## src/rtl/dbd_pkg.sv

```systemverilog
// Purpose: shared constants and carriers for the debug board area decoder
// Assumes: area zero byte addresses are 26 bits wide; pclk runs at 25 MHz
// Notes: window bounds are base plus size; apb offsets are byte addresses
package dbd_pkg;

  // area zero address width and windows
  localparam int ADDR_W = 26;
  localparam logic [25:0] WIN_4M = 26'h0400000;     // eprom, network and led windows
  localparam logic [25:0] WIN_16M = 26'h1000000;    // flash window
  // boot select jumper open
  localparam logic [25:0] OPEN_FLASH_BASE = 26'h0000000;
  localparam logic [25:0] OPEN_EPROM_BASE = 26'h1000000;
  localparam logic [25:0] OPEN_NET_BASE = 26'h1400000;
  localparam logic [25:0] OPEN_LED_BASE = 26'h1800000;
  // boot select jumper shorted
  localparam logic [25:0] SHORT_EPROM_BASE = 26'h0000000;
  localparam logic [25:0] SHORT_NET_BASE = 26'h0400000;
  localparam logic [25:0] SHORT_LED_BASE = 26'h0800000;
  localparam logic [25:0] SHORT_FLASH_BASE = 26'h1000000;

  // led latch reset value: all dark
  localparam logic [7:0] LED_RESET = 8'hff;

  // power button hold times
  localparam int CLK_KHZ = 25000;
  localparam int T_ON_MS = 500;
  localparam int T_OFF_MS = 2000;
  localparam int ON_CYCLES = T_ON_MS * CLK_KHZ;
  localparam int OFF_CYCLES = T_OFF_MS * CLK_KHZ;

  // apb register map
  localparam logic [11:0] CTRL_OFS = 12'h000;
  localparam logic [11:0] STATUS_OFS = 12'h004;
  localparam int CTRL_SOFT_OFF_BIT = 0;
  localparam int ST_POWER_BIT = 0;
  localparam int ST_BUTTON_BIT = 1;
  localparam int ST_BOOT_BIT = 2;
  localparam int ST_ROUTE_LSB = 3;
  localparam int ST_LED_LSB = 8;

  // one area zero request from the host bus
  typedef struct packed {
    logic [25:0] addr;
    logic rd;
    logic wr;
    logic [7:0] data;
  } dbd_req_t;

  // device selects
  typedef struct packed {
    logic flash;
    logic eprom;
    logic netctl;
    logic led_wr;
  } dbd_sel_t;

endpackage : dbd_pkg

```

## src/rtl/dbd_hold_timer.sv

```systemverilog
// Purpose: counts consecutive cycles of a held level and pulses once at a length
// Assumes: run is synchronous to pclk
// Notes: count restarts whenever run drops
`timescale 1ns/10ps
module dbd_hold_timer #(
  parameter int N = 4
) (
  input wire logic pclk,
  input wire logic presetn,
  input wire logic run,
  output logic hit
);

  logic [31:0] cnt_q; // held cycles, saturates at n
  logic [31:0] cnt_d;

  // next count: clear when released, saturate at n
  always_comb begin
    if (!run) begin
      cnt_d = 32'h0;
    end else if (cnt_q == 32'(N)) begin
      cnt_d = cnt_q;
    end else begin
      cnt_d = cnt_q + 32'h1;
    end
  end

  // count register
  always_ff @(posedge pclk or negedge presetn) begin
    if (!presetn) begin
      cnt_q <= 32'h0;
    end else begin
      cnt_q <= cnt_d;
    end
  end

  // pulse on the n-th held cycle, only once per hold
  assign hit = run && (cnt_q == 32'(N - 1));

endmodule : dbd_hold_timer

```

## src/rtl/dbd_decoder.sv

```systemverilog
// Purpose: area zero decode, led latch, interrupt routing and power button for the debug board
// Assumes: area zero strobes are synchronous to pclk; apb master per amba rules
// Notes: all selects and outputs are registered, one cycle after the request
`timescale 1ns/10ps
// Behaviour
// - jumper open: flash at zero, first 16MB
// - jumper open: eprom window at 0x01000000
// - jumper open: network controller at 0x01400000
// - jumper open: led latch at 0x01800000
// - jumper shorted: eprom at 0 to 0x003fffff
// - jumper shorted: network controller at 0x00400000
// - jumper shorted: led latch at 0x00800000
// - jumper shorted: flash at 0x01000000 to 0x01ffffff
// - led latch takes low data byte
// - zero lights led, one darkens it
// - led window writes latch, reads eprom
// - four jumpers route network irq independently
// - power on after 0.5s, off after 2s
module dbd_decoder #(
  parameter int ON_CYCLES = dbd_pkg::ON_CYCLES,
  parameter int OFF_CYCLES = dbd_pkg::OFF_CYCLES
) (
  input wire logic pclk,
  input wire logic presetn,
  // area zero host bus
  input wire dbd_pkg::dbd_req_t a0_req,
  output dbd_pkg::dbd_sel_t sel_q,
  output logic [7:0] led_n_q,
  // jumpers and interrupts
  input wire logic boot_select_jumper,
  input wire logic irq0_route_jumper,
  input wire logic irq1_route_jumper,
  input wire logic irq2_route_jumper,
  input wire logic irq3_route_jumper,
  input wire logic net_irq,
  output logic [3:0] ext_irq_q,
  // power button
  input wire logic power_button,
  output logic power_on_q,
  // apb slave
  input wire logic psel,
  input wire logic penable,
  input wire logic pwrite,
  input wire logic [11:0] paddr,
  input wire logic [31:0] pwdata,
  output logic [31:0] prdata_q,
  output logic pready_q,
  output logic pslverr_q
);

  // window hit test
  function automatic logic in_win(input logic [25:0] a, input logic [25:0] base, input logic [25:0] size);
    in_win = (a >= base) && ((a - base) < size);
  endfunction : in_win

  dbd_pkg::dbd_sel_t sel_d; // decoded selects
  logic [7:0] led_n_d; // next led latch
  logic [3:0] ext_irq_d; // routed interrupt
  logic [3:0] route; // route jumpers as a vector
  logic access; // a strobe is active
  logic in_flash, in_eprom, in_net, in_led; // window hits for the current jumper setting

  assign route = {irq3_route_jumper, irq2_route_jumper, irq1_route_jumper, irq0_route_jumper};
  assign access = a0_req.rd || a0_req.wr;

  // window hits, chosen by the boot select jumper
  always_comb begin
    if (boot_select_jumper) begin
      in_eprom = in_win(a0_req.addr, dbd_pkg::SHORT_EPROM_BASE, dbd_pkg::WIN_4M);
      in_net = in_win(a0_req.addr, dbd_pkg::SHORT_NET_BASE, dbd_pkg::WIN_4M);
      in_led = in_win(a0_req.addr, dbd_pkg::SHORT_LED_BASE, dbd_pkg::WIN_4M);
      in_flash = in_win(a0_req.addr, dbd_pkg::SHORT_FLASH_BASE, dbd_pkg::WIN_16M);
    end else begin
      in_flash = in_win(a0_req.addr, dbd_pkg::OPEN_FLASH_BASE, dbd_pkg::WIN_16M);
      in_eprom = in_win(a0_req.addr, dbd_pkg::OPEN_EPROM_BASE, dbd_pkg::WIN_4M);
      in_net = in_win(a0_req.addr, dbd_pkg::OPEN_NET_BASE, dbd_pkg::WIN_4M);
      in_led = in_win(a0_req.addr, dbd_pkg::OPEN_LED_BASE, dbd_pkg::WIN_4M);
    end
  end

  // selects, led latch and irq routing next values
  always_comb begin
    sel_d = '0;
    led_n_d = led_n_q;
    if (access) begin
      sel_d.flash = in_flash;
      sel_d.netctl = in_net;
      // led window reads go to the eprom, writes go to the latch
      sel_d.eprom = in_eprom || (in_led && a0_req.rd);
      sel_d.led_wr = in_led && a0_req.wr;
      if (in_led && a0_req.wr) begin
        led_n_d = a0_req.data;
      end
    end
    ext_irq_d = route & {4{net_irq}};
  end

  // decode registers
  always_ff @(posedge pclk or negedge presetn) begin
    if (!presetn) begin
      sel_q <= '0;
      led_n_q <= dbd_pkg::LED_RESET;
      ext_irq_q <= 4'h0;
    end else begin
      sel_q <= sel_d;
      led_n_q <= led_n_d;
      ext_irq_q <= ext_irq_d;
    end
  end

  // ---------------- power button ----------------
  logic on_hit, off_hit; // hold timer pulses
  logic armed_q, armed_d; // button released since power came on
  logic power_on_d;
  logic soft_off; // software power-off request

  // on timer runs only while off
  dbd_hold_timer #(.N(ON_CYCLES)) u_on_timer (
    .pclk(pclk),
    .presetn(presetn),
    .run(power_button && !power_on_q),
    .hit(on_hit)
  );

  // off timer needs a fresh press so the turn-on press cannot also turn off
  dbd_hold_timer #(.N(OFF_CYCLES)) u_off_timer (
    .pclk(pclk),
    .presetn(presetn),
    .run(power_button && power_on_q && armed_q),
    .hit(off_hit)
  );

  // power state next values
  always_comb begin
    power_on_d = power_on_q;
    armed_d = power_on_q && (armed_q || !power_button);
    if (!power_on_q && on_hit) begin
      power_on_d = 1'b1;
      armed_d = 1'b0;
    end else if (power_on_q && (off_hit || soft_off)) begin
      power_on_d = 1'b0;
      armed_d = 1'b0;
    end
  end

  // power state registers
  always_ff @(posedge pclk or negedge presetn) begin
    if (!presetn) begin
      power_on_q <= 1'b0;
      armed_q <= 1'b0;
    end else begin
      power_on_q <= power_on_d;
      armed_q <= armed_d;
    end
  end

  // ---------------- apb slave ----------------
  logic pready_d, pslverr_d;
  logic [31:0] prdata_d;
  logic done; // access completes at this edge
  logic [31:0] status; // live status word

  assign done = psel && penable && pready_q;
  assign soft_off = done && pwrite && (paddr == dbd_pkg::CTRL_OFS) && pwdata[dbd_pkg::CTRL_SOFT_OFF_BIT];

  // status word assembly
  always_comb begin
    status = 32'h0;
    status[dbd_pkg::ST_POWER_BIT] = power_on_q;
    status[dbd_pkg::ST_BUTTON_BIT] = power_button;
    status[dbd_pkg::ST_BOOT_BIT] = boot_select_jumper;
    status[dbd_pkg::ST_ROUTE_LSB +: 4] = route;
    status[dbd_pkg::ST_LED_LSB +: 8] = led_n_q;
  end

  // one wait state: ready rises in the second access cycle
  always_comb begin
    pready_d = psel && penable && !pready_q;
    prdata_d = prdata_q;
    pslverr_d = 1'b0;
    if (pready_d) begin
      prdata_d = 32'h0;
      // control reads back as zero, its bit is self clearing
      if (paddr == dbd_pkg::STATUS_OFS) begin
        prdata_d = status;
      end else if (paddr != dbd_pkg::CTRL_OFS) begin
        pslverr_d = 1'b1;
      end
    end
  end

  // apb answer registers
  always_ff @(posedge pclk or negedge presetn) begin
    if (!presetn) begin
      pready_q <= 1'b0;
      pslverr_q <= 1'b0;
      prdata_q <= 32'h0;
    end else begin
      pready_q <= pready_d;
      pslverr_q <= pslverr_d;
      prdata_q <= prdata_d;
    end
  end

  // ---------------- checks ----------------
  property p_flash_open;
    @(posedge pclk) disable iff (!presetn)
    (a0_req.rd && !boot_select_jumper && a0_req.addr < 26'h1000000) |=> sel_q.flash;
  endproperty
  a_flash_open: assert property (p_flash_open) else $error("flash not selected, jumper open");

  property p_eprom_open;
    @(posedge pclk) disable iff (!presetn)
    (a0_req.rd && !boot_select_jumper && a0_req.addr >= 26'h1000000 && a0_req.addr < 26'h1400000)
      |=> sel_q.eprom && !sel_q.flash;
  endproperty
  a_eprom_open: assert property (p_eprom_open) else $error("eprom not selected, jumper open");

  property p_net_open;
    @(posedge pclk) disable iff (!presetn)
    (a0_req.wr && !boot_select_jumper && a0_req.addr >= 26'h1400000 && a0_req.addr < 26'h1800000)
      |=> sel_q.netctl && !sel_q.led_wr;
  endproperty
  a_net_open: assert property (p_net_open) else $error("network not selected, jumper open");

  property p_led_open;
    @(posedge pclk) disable iff (!presetn)
    (a0_req.wr && !boot_select_jumper && a0_req.addr >= 26'h1800000 && a0_req.addr < 26'h1c00000)
      |=> led_n_q == $past(a0_req.data) && sel_q.led_wr;
  endproperty
  a_led_open: assert property (p_led_open) else $error("led latch missed write, jumper open");

  property p_eprom_short;
    @(posedge pclk) disable iff (!presetn)
    (a0_req.rd && boot_select_jumper && a0_req.addr < 26'h0400000) |=> sel_q.eprom && !sel_q.flash;
  endproperty
  a_eprom_short: assert property (p_eprom_short) else $error("eprom not selected, jumper shorted");

  property p_net_short;
    @(posedge pclk) disable iff (!presetn)
    (a0_req.rd && boot_select_jumper && a0_req.addr >= 26'h0400000 && a0_req.addr < 26'h0800000)
      |=> sel_q.netctl;
  endproperty
  a_net_short: assert property (p_net_short) else $error("network not selected, jumper shorted");

  property p_led_short;
    @(posedge pclk) disable iff (!presetn)
    (a0_req.wr && boot_select_jumper && a0_req.addr >= 26'h0800000 && a0_req.addr < 26'h0c00000)
      |=> led_n_q == $past(a0_req.data);
  endproperty
  a_led_short: assert property (p_led_short) else $error("led latch missed write, jumper shorted");

  property p_flash_short;
    @(posedge pclk) disable iff (!presetn)
    (a0_req.rd && boot_select_jumper && a0_req.addr >= 26'h1000000 && a0_req.addr < 26'h2000000)
      |=> sel_q.flash && !sel_q.eprom;
  endproperty
  a_flash_short: assert property (p_flash_short) else $error("flash not moved, jumper shorted");

  property p_led_read;
    @(posedge pclk) disable iff (!presetn)
    (a0_req.rd && !a0_req.wr && in_led) |=> sel_q.eprom && !sel_q.led_wr && $stable(led_n_q);
  endproperty
  a_led_read: assert property (p_led_read) else $error("led window read not sent to eprom");

  property p_led_hold;
    @(posedge pclk) disable iff (!presetn)
    !(a0_req.wr && in_led) |=> $stable(led_n_q);
  endproperty
  a_led_hold: assert property (p_led_hold) else $error("led latch changed without write");

  property p_irq_route;
    @(posedge pclk) disable iff (!presetn)
    1'b1 |=> ext_irq_q == ($past(route) & {4{$past(net_irq)}});
  endproperty
  a_irq_route: assert property (p_irq_route) else $error("interrupt routing wrong");

  property p_power_on;
    @(posedge pclk) disable iff (!presetn)
    $rose(power_on_q) |-> $past(power_button) && $past(on_hit);
  endproperty
  a_power_on: assert property (p_power_on) else $error("power came on without a full hold");

  property p_unmapped;
    @(posedge pclk) disable iff (!presetn)
    (!in_flash && !in_eprom && !in_net && !in_led) |=> sel_q == '0;
  endproperty
  a_unmapped: assert property (p_unmapped) else $error("unmapped address selected a device");

  // a write in the led window must reach the latch and never select the eprom
  property p_led_write;
    @(posedge pclk) disable iff (!presetn)
    (a0_req.wr && !a0_req.rd && in_led) |=> sel_q.led_wr && !sel_q.eprom;
  endproperty
  a_led_write: assert property (p_led_write) else $error("led window write sent to eprom");

  // power only drops after a full long hold or a software request
  property p_power_off;
    @(posedge pclk) disable iff (!presetn)
    $fell(power_on_q) |-> $past(off_hit) || $past(soft_off);
  endproperty
  a_power_off: assert property (p_power_off) else $error("power went off without a full hold");

endmodule : dbd_decoder

```

## config.mk

```make
export PLATFORM = sky130hd
export DESIGN_NAME = dbd_decoder
export DESIGN_NICKNAME = d
export VERILOG_FILES = /design/src/rtl/dbd_pkg.sv /design/src/rtl/dbd_hold_timer.sv /design/src/rtl/dbd_decoder.sv
export SDC_FILE = /design/constraint.sdc
export NUM_CORES = 1
export LEC_CHECK = 0
export ABC_AREA = 1
export BUFFER_PORTS_ARGS = -buffer_cell sky130_fd_sc_hd__clkbuf_2
export CAP_MARGIN = 30
export CORE_ASPECT_RATIO = 1.1
export CORE_MARGIN = 2
export CORE_UTILIZATION = 52
export DETAILED_ROUTE_END_ITERATION = 8
export GPL_ROUTABILITY_DRIVEN = 0
export PLACE_DENSITY = 0.78
export SLEW_MARGIN = 20
export SYNTH_ARGS = -nofsm -noshare
export SYNTH_HDL_FRONTEND = slang
export SYNTH_HIERARCHICAL = 1
export SYNTH_SLANG_ARGS = --single-unit
```

## constraint.sdc

```tcl
create_clock -name pclk -period 1.8 [get_ports pclk]
set_input_delay 0.54 -clock pclk [delete_from_list [all_inputs] [get_ports pclk]]
set_output_delay 0.54 -clock pclk [all_outputs]
set_load 0.005 [all_outputs]
```

==> out/metrics.cfg <==
[pwr]
p_per_area_nw_per_um2 = 658.8
pwr-share-clk = 0.396
combPwrFrac = 0.087
pwr-share-seq = 0.517
p_switching_mw = 1.161
power.total_mw = 4.617
vdd_drop_max_mv = 0.4168
p_sw_frac = 0.2514
p_int_mw = 3.457
power_leakage_nw = 3.236

[clock_tree]
clockBufferDepth = 2
cts_buffers = 9
insertion_delay_ns = 0.35
cts_tree = built
cts_root_buf = clkbuf_16
htree_num_levels = 3
cts.sinks = 99
clkSlewWorstSetupHoldPaths_ns = 0.07
postCtsSetupBuffers = 0

[sta]
slew_viol_final = 0
rsz0062_at_grt = false
hold_viol_final = 0
fin_crit_sh = 0.9236
post-route-min-period_ns = 1.662
fin_ws_ns = 0.1375
setup_tns_ns = 0
fmaxAchievable_ghz = 0.6015
setup_violations = 0
finClkSkew_ns = 0.009053

[global_route]
grt_use_total = 0.2418
antenna_found_initial = 0
grt_pass1_vias = 5249
grt_overflow = 0
grt_max_degree = 34
grt_pass1_wl_um = 23920

[worst_setup_path]
cp.buffers_inverters = 1
cp.depth = 9
worstSetupPathType = reg -> reg
critPathCaptureType = flop
crit_arrival_ns = 1.89
crit_chain = ha_1, nand2_2, nor2_8, nand2_4, inv_1, nand3b_1, nor2_1, nand3b_1, o21ai_0
slowest_delay_ns = 0.44
crit_family = simple AND/OR/NAND/NOR gates
required_ns = 2.03
worstPathMaxFanout = 5
crit_path_top_delay_cell = dfrtp_1
r2r_cells = 9
startpoint_type = flop
rrSetupSlack_ns = 0.14
path_common_cell = nand3b_1

[detailed_routing]
wirelength_um = 14220
routedWlPerCell_um = 12.42
firstDrtPassIters = 5
drc = 0
first_iter_violations = 362
via_per_inst = 4.969
num_vias = 5689
antenna_left = 0

[floorplan]
std_cell_rows = 41
die_h_um = 117.0
start_util = 0.5297
io_pins = 143
die_area_um2 = 12480
dieWidth_um = 106.7
core_um2 = 11390

[layout]
area_growth_pct = 16.20
final_core_util = 0.6155
diodes = 0
layoutNonFillerInstCount = 1145
layout.nets = 1090
num-fill-cells = 1068
layout-drive-gt1-share = 0.1839

[run_status]
status = complete, no violations

[synthesis]
synth_area_um2 = 6032
synth-seq-area-share = 0.4124
synth-edff-count = 0
syn_avg_cell_area_um2 = 6.855
synthArstFlopShare = 1.000
synthFlopType = dfrtp_1
synth_warnings = 6
postSynthCellCount = 880
ys_types = 33
ys_ff_latch = 99

[flow_run]
maxCapViolCount = 0

[placed_design]
hpwl_um = 11140
dp.cells = 1129
numPortBuffers = 94
pre_cts_slack_ns = -0.08188

[worst_hold_path]
hold_class = in -> async

==> metal layers <==
| metal | global-route usage | part of all wire | vias to the layer above |
|---|---|---|---|
| met1 | 0.3103 | 0.43 | 2573 |
| met3 | 0.05482 | 0.064 | 16 |
| met2 | 0.4102 | 0.49 | 165 |
| li1 | - | - | 2935 |
| met4 | 0.07706 | 0.014 | 0 |
| met5 | 0 | 0 | - |
==> kinds of logic after synthesis <==
family,Yosys count,share of synthesized area
simple gates,574,0.4088
buf+inv,118,0.08504
flops,99,0.4124
compound gates,68,0.05912
xor+xnor,12,0.01742
fa+ha+maj,8,0.01659
other cells,1,0.0006217
==> worst paths after layout <==
check,start,to
worst max-delay path,u_off_timer/cnt_q[1],power_on_q
worst min-delay path,presetn,u_on_timer/cnt_q[1]
worst max register to register,u_off_timer/cnt_q[1],power_on_q
worst min register to register,led_n_q[7],led_n_q[7]
max in group asynchronous,presetn,led_n_q[4]
min in group pclk,a0_req[1],led_n_q[1]
==> repair_timing <==
action	CTS	global route
resized for setup	0	1
endpoints found under the setup margin	0	3
hold buffers	0	0
==> state kept, by name, summed over array words and instances (netlist names) <==
name / cells
ext_irq_q: 4
armed_q: 1
led_n_q: 8
power_on_q: 1
u_on_timer/cnt_q: 32
sel_q: 4
pready_q: 1
pslverr_q: 1
u_off_timer/cnt_q: 32
prdata_q: 15
==> power groups by stage <==
stage,Sequential (mW),Combinational [mW],Clock [mW]
floorplan,2.43,0.186,0
global placement,2.43,0.397,0
detailed placement,2.43,0.406,0
CTS,2.39,0.407,1.87
global route,2.40,0.466,1.96
finish,2.39,0.400,1.83
==> cells in the final DEF (no fill, tap or decap), types with 2 or more instances in the layout <==
| cell | count |
|---|---|
| nand2_2 | 11 |
| o21ai_0 | 32 |
| dfstp_2 | 8 |
| a21oi_1 | 30 |
| clkbuf_2 | 93 |
| buf_4 | 16 |
| nand4_1 | 11 |
| nand3_1 | 54 |
| xnor2_1 | 7 |
| and2_1 | 2 |
| ha_1 | 8 |
| nand2_1 | 276 |
| inv_1 | 84 |
| nor2_1 | 176 |
| o31ai_1 | 3 |
| conb_1 | 17 |
| nor2_4 | 9 |
| and3_1 | 2 |
| nor2_2 | 15 |
| inv_2 | 6 |
| clkbuf_16 | 9 |
| dfrtp_1 | 90 |
| xor2_1 | 5 |
| clkinvlp_4 | 2 |
| buf_12 | 2 |
| nor3_1 | 7 |
| nand2_4 | 4 |
| nand3b_1 | 3 |
==> through the flow <==
stage,cell area [um2],hold slack [ns]
after floorplan,6092,0.2444
after global placement,6730,0.4003
after detailed placement,6730,0.4032
after CTS,7008,0.02147
after global routing,7009,0.01983
final,7009,0.02456
==> layout make-up <==
cell class / instances / area, um2 / share of cell area
Clock buffer: 10 / 229.0 / 0.03267
Clock inverter: 6 / 48.80 / 0.006962
Sequential cell: 99 / 2489 / 0.3551
Tap cell: 150 / 187.7 / 0.02678
Timing Repair Buffer: 111 / 625.6 / 0.08925
Multi-Input combinational cell: 679 / 3092 / 0.4411
Inverter: 90 / 337.8 / 0.04820
==> Yosys cell counts, types with 2 or more instances <==
| library cell | count | area share |
|---|---|---|
| buf_2 | 2 | 0.0017 |
| nand2_2 | 11 | 0.011 |
| nand2_1 | 276 | 0.17 |
| nand2_4 | 4 | 0.0075 |
| nor2_4 | 9 | 0.017 |
| dfstp_2 | 8 | 0.035 |
| o31ai_1 | 3 | 0.0037 |
| a21oi_1 | 30 | 0.025 |
| ha_1 | 8 | 0.017 |
| nor2_1 | 176 | 0.11 |
| nand3_1 | 54 | 0.045 |
| nor3_1 | 7 | 0.0058 |
| nand4_1 | 11 | 0.011 |
| and2_1 | 2 | 0.0021 |
| dfrtp_1 | 91 | 0.38 |
| inv_2 | 6 | 0.0037 |
| inv_1 | 84 | 0.052 |
| nand3b_1 | 3 | 0.0037 |
| buf_4 | 18 | 0.022 |
| clkbuf_1 | 8 | 0.0050 |
| nor2_2 | 15 | 0.016 |
| xor2_1 | 5 | 0.0073 |
| and3_1 | 2 | 0.0021 |
| xnor2_1 | 7 | 0.010 |
| o21ai_0 | 32 | 0.027 |
No activity file was read; power rests on OpenSTA's default activity.
